==> src/bbfo_pkg.sv <==
/*
 * bbfo_pkg: constants, states and carrier structs for the billboard failover control.
 * assumes: a single 50 MHz system clock domain; byte-wide register port.
 */
package bbfo_pkg;

    // register offsets (byte addresses on the plain register port)
    localparam logic [15:0] BBFO_ADDR_TMRA_LO = 16'h413c;
    localparam logic [15:0] BBFO_ADDR_TMRA_HI = 16'h413d;
    localparam logic [15:0] BBFO_ADDR_TMRB_LO = 16'h413e;
    localparam logic [15:0] BBFO_ADDR_TMRB_HI = 16'h413f;
    localparam logic [15:0] BBFO_ADDR_CTRL    = 16'h4140;
    localparam logic [15:0] BBFO_ADDR_STATUS  = 16'h4141;

    // reset values
    localparam logic [7:0]  BBFO_RST_TMRA_LO  = 8'hd0;
    localparam logic [7:0]  BBFO_RST_TMRA_HI  = 8'h07;
    localparam logic [7:0]  BBFO_RST_TMRB_LO  = 8'hd0;
    localparam logic [7:0]  BBFO_RST_TMRB_HI  = 8'h07;
    localparam logic [7:0]  BBFO_RST_CTRL     = 8'h14;

    // control field layout
    localparam int          BBFO_CTRL_EN_BIT  = 0;
    localparam int          BBFO_CTRL_SEL_LSB = 1;
    localparam int          BBFO_CTRL_SEL_MSB = 5;
    localparam logic [7:0]  BBFO_CTRL_WMASK   = 8'h3f;
    localparam logic [4:0]  BBFO_SEL_RSVD     = 5'h09;
    localparam logic [4:0]  BBFO_SEL_MAX      = 5'h10;
    localparam int          BBFO_NUM_PINS     = 17;

    // configured-status value reported by default (unspecified error)
    localparam logic [1:0]  BBFO_CFG_STATUS   = 2'h0;

    // tick timing: 10 ms per timer count at 50 MHz
    localparam int          BBFO_CLK_HZ       = 50_000_000;
    localparam int          BBFO_TICK_MS      = 10;
    localparam int          BBFO_TICK_CYC     = BBFO_CLK_HZ / 1000 * BBFO_TICK_MS;
    // forced detach hold time, in ticks
    localparam logic [7:0]  BBFO_DETACH_TICKS = 8'h0a;

    typedef enum logic [2:0] {
        BBFO_ST_NORMAL   = 3'b000,
        BBFO_ST_DET_IN   = 3'b001,
        BBFO_ST_BB_WAIT  = 3'b010,
        BBFO_ST_BB_RUN   = 3'b011,
        BBFO_ST_DET_OUT  = 3'b100
    } bbfo_state_t;

    // register port request
    typedef struct packed {
        logic [15:0] addr;
        logic [7:0]  wdata;
        logic        wr;
        logic        rd;
    } bbfo_req_t;

    // events from the internal function's device logic
    typedef struct packed {
        logic addr_set;
        logic alt_str_req;
    } bbfo_evt_t;

    // controls toward the internal function
    typedef struct packed {
        logic       detach;
        logic       billboard_mode;
        logic [1:0] cfg_status;
    } bbfo_ctl_t;

endpackage : bbfo_pkg

==> src/bbfo_ctrl.sv <==
/*
 * bbfo_ctrl: billboard failover sequencer with its register port.
 * assumes: pins are asynchronous; events are one-cycle pulses from the
 * internal function logic on clock_i; register reads answer one cycle later.
 */
// The implementer's own choice: the strobed register port.
`timescale 1ns/1ps
`default_nettype none
module bbfo_ctrl
    import bbfo_pkg::*;
#(
    parameter int TICK_CYC = BBFO_TICK_CYC
) (
    // clock and reset
    input  wire logic                     clock_i,
    input  wire logic                     rst_n_i,
    // register port
    input  wire bbfo_req_t                req_i,
    output logic      [7:0]               rdata_o,
    // general-purpose pins, one per select code
    input  wire logic [BBFO_NUM_PINS-1:0] gpio_i,
    // events from the internal function
    input  wire bbfo_evt_t                evt_i,
    // controls to the internal function
    output bbfo_ctl_t                     ctl_o
);
    typedef struct packed {
        logic [7:0]  ctrl;
        logic [15:0] tmr_a;
        logic [15:0] tmr_b;
        logic [7:0]  rdata;
        bbfo_state_t st;
        logic [25:0] div;
        logic        tick;
        logic [7:0]  hold;
        logic        pin_prev;
        logic        pend;
    } bbfo_st_t;

    bbfo_st_t s_q;
    bbfo_st_t s_d;

    logic [BBFO_NUM_PINS-1:0] gpio_s;
    logic                     tmr_clr;
    logic                     a_run;
    logic                     b_run;
    logic                     a_exp;
    logic                     b_exp;
    logic [4:0]               sel;
    logic                     pin_lvl;
    logic                     fall;

    // all pins synchronised before use
    bbfo_sync #(.W(BBFO_NUM_PINS)) u_sync (
        .clock_i (clock_i),
        .rst_n_i (rst_n_i),
        .async_i (gpio_i),
        .sync_o  (gpio_s)
    );

    // reserved or out-of-range codes read as idle
    function automatic logic pick_pin(input logic [BBFO_NUM_PINS-1:0] p, input logic [4:0] c);
        if (c == BBFO_SEL_RSVD || c > BBFO_SEL_MAX) begin
            return 1'b1;
        end
        return p[c];
    endfunction : pick_pin

    assign sel     = s_q.ctrl[BBFO_CTRL_SEL_MSB:BBFO_CTRL_SEL_LSB];
    assign pin_lvl = pick_pin(gpio_s, sel);
    assign fall    = s_q.pin_prev && !pin_lvl;
    // timers only live while billboard is presented
    assign tmr_clr = (s_q.st != BBFO_ST_BB_WAIT) && (s_q.st != BBFO_ST_BB_RUN);

    bbfo_timer #(.W(16)) u_tmr_a (
        .clock_i   (clock_i),
        .rst_n_i   (rst_n_i),
        .tick_i    (s_q.tick),
        .start_i   (evt_i.addr_set && s_q.st == BBFO_ST_BB_WAIT),
        .clear_i   (tmr_clr),
        .limit_i   (s_q.tmr_a),
        .running_o (a_run),
        .expire_o  (a_exp)
    );

    bbfo_timer #(.W(16)) u_tmr_b (
        .clock_i   (clock_i),
        .rst_n_i   (rst_n_i),
        .tick_i    (s_q.tick),
        .start_i   (evt_i.alt_str_req && s_q.st == BBFO_ST_BB_RUN),
        .clear_i   (tmr_clr),
        .limit_i   (s_q.tmr_b),
        .running_o (b_run),
        .expire_o  (b_exp)
    );

    // register port, tick divider and sequencer
    always_comb begin
        s_d          = s_q;
        s_d.pin_prev = pin_lvl;
        s_d.rdata    = 8'h00;
        // 10 ms tick from the system clock
        if (s_q.div == 26'(TICK_CYC - 1)) begin
            s_d.div  = '0;
            s_d.tick = 1'b1;
        end else begin
            s_d.div  = s_q.div + 26'd1;
            s_d.tick = 1'b0;
        end
        if (req_i.wr) begin
            case (req_i.addr)
                BBFO_ADDR_CTRL:    s_d.ctrl = req_i.wdata & BBFO_CTRL_WMASK;
                BBFO_ADDR_TMRA_LO: s_d.tmr_a[7:0] = req_i.wdata;
                BBFO_ADDR_TMRA_HI: s_d.tmr_a[15:8] = req_i.wdata;
                BBFO_ADDR_TMRB_LO: s_d.tmr_b[7:0] = req_i.wdata;
                BBFO_ADDR_TMRB_HI: s_d.tmr_b[15:8] = req_i.wdata;
                default: ;
            endcase
        end
        if (req_i.rd) begin
            case (req_i.addr)
                BBFO_ADDR_CTRL:    s_d.rdata = s_q.ctrl;
                BBFO_ADDR_TMRA_LO: s_d.rdata = s_q.tmr_a[7:0];
                BBFO_ADDR_TMRA_HI: s_d.rdata = s_q.tmr_a[15:8];
                BBFO_ADDR_TMRB_LO: s_d.rdata = s_q.tmr_b[7:0];
                BBFO_ADDR_TMRB_HI: s_d.rdata = s_q.tmr_b[15:8];
                BBFO_ADDR_STATUS:  s_d.rdata = {3'b000, b_run, a_run, s_q.st};
                default:           s_d.rdata = 8'h00;
            endcase
        end
        if (s_q.tick && s_q.hold != 8'h00) begin
            s_d.hold = s_q.hold - 8'h01;
        end
        case (s_q.st)
            BBFO_ST_NORMAL: begin
                if (s_q.pend && s_q.ctrl[BBFO_CTRL_EN_BIT]) begin
                    s_d.pend = 1'b0;
                    s_d.hold = BBFO_DETACH_TICKS;
                    s_d.st   = BBFO_ST_DET_IN;
                end else if (!s_q.ctrl[BBFO_CTRL_EN_BIT]) begin
                    s_d.pend = 1'b0;
                end
            end
            BBFO_ST_DET_IN: begin
                if (s_q.hold == 8'h00) begin
                    s_d.st = BBFO_ST_BB_WAIT;
                end
            end
            BBFO_ST_BB_WAIT: begin
                if (a_run) begin
                    s_d.st = BBFO_ST_BB_RUN;
                end
            end
            BBFO_ST_BB_RUN: begin
                if (a_exp || b_exp) begin
                    s_d.hold = BBFO_DETACH_TICKS;
                    s_d.st   = BBFO_ST_DET_OUT;
                end
            end
            BBFO_ST_DET_OUT: begin
                if (s_q.hold == 8'h00) begin
                    s_d.st = BBFO_ST_NORMAL;
                end
            end
            default: s_d.st = BBFO_ST_NORMAL;
        endcase
        // edge latch after the sequencer: a new edge beats the consume
        if (fall && s_q.ctrl[BBFO_CTRL_EN_BIT]) begin
            s_d.pend = 1'b1;
        end
    end

    always_ff @(posedge clock_i or negedge rst_n_i) begin
        if (!rst_n_i) begin
            s_q          <= '0;
            s_q.ctrl     <= BBFO_RST_CTRL;
            s_q.tmr_a    <= {BBFO_RST_TMRA_HI, BBFO_RST_TMRA_LO};
            s_q.tmr_b    <= {BBFO_RST_TMRB_HI, BBFO_RST_TMRB_LO};
            s_q.st       <= BBFO_ST_NORMAL;
            s_q.pin_prev <= 1'b1;
        end else begin
            s_q <= s_d;
        end
    end

    // register read data and outputs toward the internal function
    assign rdata_o              = s_q.rdata;
    assign ctl_o.detach         = (s_q.st == BBFO_ST_DET_IN) || (s_q.st == BBFO_ST_DET_OUT);
    assign ctl_o.billboard_mode = (s_q.st == BBFO_ST_BB_WAIT) || (s_q.st == BBFO_ST_BB_RUN)
                                  || (s_q.st == BBFO_ST_DET_IN);
    assign ctl_o.cfg_status     = BBFO_CFG_STATUS;
endmodule : bbfo_ctrl
`default_nettype wire

==> src/bbfo_sync.sv <==
/*
 * bbfo_sync: two-flop synchroniser for a bank of pin inputs.
 * assumes: inputs are asynchronous to clock_i; reset value is high (idle pins).
 */
`timescale 1ns/1ps
`default_nettype none
module bbfo_sync #(
    parameter int W = 17
) (
    // clock and reset
    input  wire logic         clock_i,
    input  wire logic         rst_n_i,
    // pins
    input  wire logic [W-1:0] async_i,
    output logic      [W-1:0] sync_o
);
    logic [W-1:0] meta_q;
    logic [W-1:0] sync_q;

    // first stage feeds only the second
    always_ff @(posedge clock_i or negedge rst_n_i) begin
        if (!rst_n_i) begin
            meta_q <= '1;
            sync_q <= '1;
        end else begin
            meta_q <= async_i;
            sync_q <= meta_q;
        end
    end

    assign sync_o = sync_q;
endmodule : bbfo_sync
`default_nettype wire

==> src/bbfo_timer.sv <==
/*
 * bbfo_timer: one 10 ms-granular detach timer with start, clear and expiry pulse.
 * assumes: tick_i is a one-cycle pulse every 10 ms from the same clock.
 */
`timescale 1ns/1ps
`default_nettype none
module bbfo_timer #(
    parameter int W = 16
) (
    // clock and reset
    input  wire logic         clock_i,
    input  wire logic         rst_n_i,
    // control
    input  wire logic         tick_i,
    input  wire logic         start_i,
    input  wire logic         clear_i,
    input  wire logic [W-1:0] limit_i,
    // status
    output logic              running_o,
    output logic              expire_o
);
    typedef struct packed {
        logic         run;
        logic [W-1:0] cnt;
        logic         exp;
    } bbfo_tmr_t;

    bbfo_tmr_t s_q;
    bbfo_tmr_t s_d;

    // counts ticks up to the limit; limit 0 expires on the first tick
    always_comb begin
        s_d     = s_q;
        s_d.exp = 1'b0;
        if (clear_i) begin
            s_d.run = 1'b0;
            s_d.cnt = '0;
        end else if (start_i && !s_q.run) begin
            s_d.run = 1'b1;
            s_d.cnt = '0;
        end else if (s_q.run && tick_i) begin
            if (s_q.cnt + W'(1) >= limit_i) begin
                s_d.run = 1'b0;
                s_d.exp = 1'b1;
            end else begin
                s_d.cnt = s_q.cnt + W'(1);
            end
        end
    end

    always_ff @(posedge clock_i or negedge rst_n_i) begin
        if (!rst_n_i) begin
            s_q <= '0;
        end else begin
            s_q <= s_d;
        end
    end

    assign running_o = s_q.run;
    assign expire_o  = s_q.exp;
endmodule : bbfo_timer
`default_nettype wire

==> config.mk <==
export PLATFORM = sky130hd
export DESIGN_NAME = bbfo_ctrl
export DESIGN_NICKNAME = d
export VERILOG_FILES = /design/src/bbfo_pkg.sv /design/src/bbfo_ctrl.sv /design/src/bbfo_sync.sv /design/src/bbfo_timer.sv
export SDC_FILE = /design/constraint.sdc
export NUM_CORES = 1
export LEC_CHECK = 0
export BUFFER_PORTS_ARGS = -buffer_cell sky130_fd_sc_hd__buf_2
export CAP_MARGIN = 20
export CORE_MARGIN = 3
export CORE_UTILIZATION = 66
export CTS_BUF_LIST = sky130_fd_sc_hd__clkbuf_8 sky130_fd_sc_hd__clkbuf_16
export DETAILED_ROUTE_END_ITERATION = 8
export PLACE_DENSITY = 0.86
export SYNTH_ARGS = -nofsm -noshare
export SYNTH_HDL_FRONTEND = slang
export SYNTH_HIERARCHICAL = 1
export SYNTH_SLANG_ARGS = --single-unit
==> constraint.sdc <==
create_clock -name clock_i -period 7.1 [get_ports clock_i]
set_input_delay 0.71 -clock clock_i [delete_from_list [all_inputs] [get_ports clock_i]]
set_output_delay 0.71 -clock clock_i [all_outputs]
set_load 0.005 [all_outputs]
# [Word-level counts from Yosys, hierarchy flattened]
# Cells that the tools add are included.
# Widths: inputs -> output; s select.
[totals] word_cells=126 reg_bits=156
[op_classes] order_cmp=4 reduce_logical=38 mux=38 addsub=4 n_eq_ne=22
[op_table] op="$eq 16x15->1 const B" count=6
[op_table] op="$mux 17" count=4
[op_table] op="$pmux 8 s6" count=1
[op_table] op="$mux 18" count=2
[op_table] op="$add 16x1->16 const B" count=2
[op_table] op="$ge 16x16->1" count=2
[op_table] op="$mux 16" count=2
[op_table] op="$mux 8" count=4
[op_table] op="$mux 27" count=1
[op_table] op="$add 26x1->26 const B" count=1
[op_table] op="$eq 26x19->1 const B" count=1
[op_table] op="$reduce_and 2->1" count=10
[op_table] op="$mux 1" count=16
[op_table] op="$pmux 8 s2" count=1
[op_table] op="$mux 3" count=5
[op_table] op="$pmux 3 s5" count=1
[op_table] op="$ne 3x2->1 const B" count=4
[op_table] op="$reduce_bool 3->1" count=4
[op_table] op="$logic_and 1x1->1" count=11
[op_table] op="$logic_not 8->1" count=1
[op_table] op="$reduce_bool 8->1" count=1
[op_table] op="$sub 8x1->8 const B" count=1
[op_table] op="$eq 3x2->1 const B" count=2
[op_table] op="$lt 5x6->1 const B" count=1
[op_table] op="13 further kinds" count=22

# [Depth between registers and ports, before layout]
[logic_depth] word_depth=9 depth_mapped=14 mapped_depth_nobuf=12

# [Modules after synthesis]
# Netlist, hierarchy kept.
[by_module_without_submodules] mod="bbfo_ctrl" area_each_um2=4479.3 instances=1 cells_per_inst=404 seq_area_each_um2=2170.8
[by_module_without_submodules] mod="bbfo_timer" area_each_um2=1537.7 instances=2 cells_per_inst=174 seq_area_each_um2=450.4
[by_module_without_submodules] mod="bbfo_sync" area_each_um2=893.4 instances=1 cells_per_inst=34 seq_area_each_um2=893.4

# [Least setup slack after synthesis]
# No wires, ideal clock.
[synth_timing] path_kind="reg-to-reg" startpoint="reg u_tmr_a/s_q[3] (netlist name)" endpoint="reg u_tmr_a/s_q[2] (netlist name)" arrival_ns=3.008 stages_incl_launch_ff=15 setup_ns=0.130 path_slack_ns=3.962 n_path_buf=2 synth_period_minus_slack_ns=3.138 required_ns=6.970 cell_sequence="dfrtp_1 > buf_2 > nand3_2 > nor3_4 > and3_1 > nand3_1 > xnor2_1 > ha_1 > and4_1 > nand4_1 > or4_4 > nand3_4 > o21a_4 > buf_6 > o21ai_0"
[synth_between] elab_chain_len=4
[synth_rtl] element="from (decl)" line="bbfo_timer.sv:28" rtl="bbfo_tmr_t s_q;"
[synth_rtl] element="from (signal assigned)" line="bbfo_timer.sv:53" rtl="s_q <= '0;"
[synth_rtl] element="from (signal assigned)" line="bbfo_timer.sv:55" rtl="s_q <= s_d;"
[synth_rtl] element="$add 16x1->16" line="bbfo_timer.sv:42" rtl="if (s_q.cnt + W'(1) >= limit_i) begin"
[synth_rtl] element="$ge 16x16->1" line="bbfo_timer.sv:42"
[synth_rtl] element="$ne 3x2->1 (no line)"
[synth_rtl] element="$reduce_and 2->1 (no line)"
# No other way between the ends.
# A chain may end at the register's enable or synchronous reset.

# [Worst setup path after layout]
[layout_timing] startpoint="reg u_tmr_b/s_q[1] (netlist name)" endpoint="reg u_tmr_b/s_q[3] (netlist name)"
[layout_between] elab_chain_len=5
[layout_rtl] element="from (decl)" line="bbfo_timer.sv:28"
[layout_rtl] element="from (signal assigned)" line="bbfo_timer.sv:53"
[layout_rtl] element="from (signal assigned)" line="bbfo_timer.sv:55"
[layout_rtl] element="$add 16x1->16 (*)" line="bbfo_timer.sv:42, bbfo_timer.sv:46"
[layout_rtl] element="branches (longest 4 deep; another with $ge 16x16->1)"
# Every way passes the cells marked *. The select of a mux whose other input is x is not followed.

==> flow_summary.yaml <==
synth:
  yosys_warnings: 6
  seq_area_frac_synth: 0.469
  synth.top_cell.area_share: 0.317
  synth-edff-count: 0
  ys_top_cells_by_area: "dfrtp_1 (32%), dfstp_2 (15%), mux2_2 (5.6%)"
  ys_ff_latch: 156
  yosysUniqueCellTypes: 70
  synthArstFlopShare: 1.00
  synth-main-ff-cell: "dfrtp_1"
  postSynthAreaPerCell_um2: 10.7
  synth_area_mm2: 0.00845
  syn_inst: 786
  synth.largest_area_cell: "dfrtp_1"
placed_design:
  dp.cells: 972
  gp_congestion: 0.905
  placed_area_mm2: 0.00872
  io_buffers: 56
  dp_hpwl_um: 13200
worst_setup_path:
  critical_path_arrival_ns: 3.97
  crit_fanout: 19
  cp.required_ns: 7.41
  crit_type: "register to register"
  end_kind: "register"
  critPathLaunchType: "register"
clock_tree:
  cts_buffers: 17
  cts_tree: "yes"
  cts.sinks: 156
  cts_max_path_buffers: 2
  cts_setup_buffers: 0
  h-tree-depth: 4
  cts.repair.resized: 0
  cts_hold_buf: 0
  clkTransAtPathRegs_ns: 0.07
  insertion_delay_ns: 0.44
  root_buffer: "clkbuf_16"
status:
  status: "complete, no violations"
timing:
  tns_ns: 0
  max_freq_mhz: 274
  drv_slew: 0
  maxSlewHeadroom: 0.336
  worst-slew-pin-transition_ns: 0.988
  finalClockSkew_ns: 0.0116
  finalSetupViolCount: 0
  fin_crit_sh: 0.515
  layout_min_cycle_time_ns: 3.66
  rsz0062_at_grt: "no"
  hold_slack_ns: 0.238
  finalHoldViolCount: 0
pwr:
  leakagePower_nw: 4.10
  combPwrFrac: 0.027
  power.internal_w: 0.00143
  total_power_w: 0.00190
  switching_share: 0.245
  p_sw_w: 0.000465
  ir_worst_vdd_mv: 0.369
  cellPowerDensity_mw_per_mm2: 203
  clkPwrFrac: 0.493
  p_seq_frac: 0.479
grt:
  busiest_layer: "met2"
  grt-ovfl-total: 0
  antenna_found_initial: 0
  grt_pass1_vias: 6453
  met1_usage: 0.357
  grt_use_met2: 0.491
  use_met3: 0.0622
  grt_pass1_wl_um: 32500
  grt_max_degree: 97
  grt_usage: 0.288
routing:
  ant_nets: 0
  drt_iter0_drc: 576
  wl_per_cell_um: 19.5
  dr_total_vias: 6366
  wirelength_um: 19600
  routed_via_density: 6.33
  first_pass_iters: 5
  drc_errors: 0
layout:
  drive_gt1_frac: 0.268
  area_growth_pct: 10.9
  final_cells: 1005
  design_area_mm2: 0.00937
  antenna_cells: 0
  final_nets: 908
floorplan:
  rows: 40
  dieArea_mm2: 0.0142
  die_y_um: 119
  start_util: 0.689
  pin_count: 59
  die_x_um: 119
  core_area_mm2: 0.0123
flow_run:
  cap_viol_max_count: 0
worst_hold_path:
  hp-class: "primary input to asynchronous set/reset pin"
[Yosys cell counts (all sizes together) (4+ instances only)]
cell and count:
dfrtp 107, dfstp 49, inv 49, nand2 45, mux2 42, ha 37, nor2 36, nand4 35
xnor2 35, o21ai 34, nand3 32, a21oi 24, buf 24, nor3 23, o211ai 20, xor2 18
clkbuf 17, mux2i 16, nor4 16, a31oi 11, and3 10, o22a 10, or4 8, and4 7
nand2b 7, or3 6, and2 5, a211o 4, a21bo 4, a21o 4, nor3b 4, nor4b 4
o21a 4, o31ai 4
[area by class of cell]
class	count	area, um^2
flip-flops and latches	156	3970
clock inverters	15	193
inverters	49	184
multi-input cells	541	4060
clock buffers	17	425
repair buffers	59	329
fillers	814	2890
well taps	168	210
[final timing paths]
check,startpoint,cells after the start,slack [ns],to
max,u_tmr_b/s_q[1],12,3.44,u_tmr_b/s_q[3]
min,rst_n_i,1,0.24,u_tmr_b/s_q[12]
max reg2reg,u_tmr_b/s_q[1],12,3.44,u_tmr_b/s_q[3]
min reg2reg,u_sync/meta_q[2],0,0.35,u_sync/sync_o[2]
max in group asynchronous,rst_n_i,3,5.61,u_sync/sync_o[5]
min in group clock_i,u_sync/meta_q[2],0,0.35,u_sync/sync_o[2]
[sequential cells by signal (all words and copies together), names as in the netlist]
register and count:
u_tmr_b/running_o 1, rdata_o 8, s_q 78, u_tmr_a/s_q 16
u_tmr_b/s_q 16, u_sync/sync_o 17, u_tmr_a/running_o 1, u_sync/meta_q 17
u_tmr_a/expire_o 1, u_tmr_b/expire_o 1
[power groups by stage]
| stage | Sequential, W | Clock [W] | Combinational [W] |
|---|---|---|---|
| floorplan | 0.000925 | 0 | 0.0000140 |
| global placement | 0.000925 | 0 | 0.0000481 |
| detailed placement | 0.000926 | 0 | 0.0000498 |
| CTS | 0.000910 | 0.000946 | 0.0000504 |
| global route | 0.000911 | 0.000994 | 0.0000578 |
| finish | 0.000910 | 0.000936 | 0.0000517 |
[layout by cell type, fill, tap and decap left out, types with 5 or more instances in the layout]
| cell type | instances |
|---|---|
| o22a_2 | 10 |
| dfstp_2 | 49 |
| a21oi_1 | 21 |
| clkbuf_16 | 17 |
| ha_1 | 37 |
| and3_1 | 10 |
| or3_1 | 5 |
| and4_1 | 7 |
| nand2_1 | 45 |
| nand2b_1 | 7 |
| nor2_1 | 36 |
| inv_6 | 5 |
| o211ai_1 | 20 |
| nor4_1 | 15 |
| inv_1 | 49 |
| o21ai_0 | 31 |
| nor3_1 | 21 |
| mux2_2 | 42 |
| dfrtp_1 | 107 |
| mux2i_1 | 16 |
| xor2_1 | 18 |
| nand4_1 | 33 |
| and2_1 | 5 |
| or4_1 | 5 |
| a31oi_1 | 11 |
| xnor2_1 | 35 |
| buf_2 | 55 |
| nand3_1 | 27 |
[worst max-delay path, stage by stage (launching register included)]
cell and delay, ns:
dfrtp_1 0.43, ha_1 0.28, nand2_1 0.13, nor3_1 0.38
nand2_1 0.18, xnor2_1 0.23, ha_1 0.26, and2_1 0.15
a221o_1 0.33, a21oi_2 0.25, nand3_4 0.25, o21a_4 0.35
a211o_1 0.31
[layer usage]
metal,vias to the layer above,wire (um)
met5,-,0
met4,0,489
met3,51,1020
met2,234,10200
met1,3129,7910
li1,2952,-
[stage by stage]
stage	setup WS [ns]	utilization
after floorplan	3.96	-
after global placement	3.64	0.711
after detailed placement	3.51	0.711
after CTS	3.48	0.762
after global routing	3.23	0.764
final	3.44	0.764
[cells by family after synthesis]
kind of cell    count (synthesis)  synth area share
flops                         156             0.469
other cells                     1          0.000444
simple gates                  251             0.173
buf+inv                        90            0.0504
xor+xnor                       53            0.0549
fa+ha+maj                      37            0.0548
mux                            61            0.0829
compound gates                137             0.114
No activity file was read; power rests on OpenSTA's default activity.
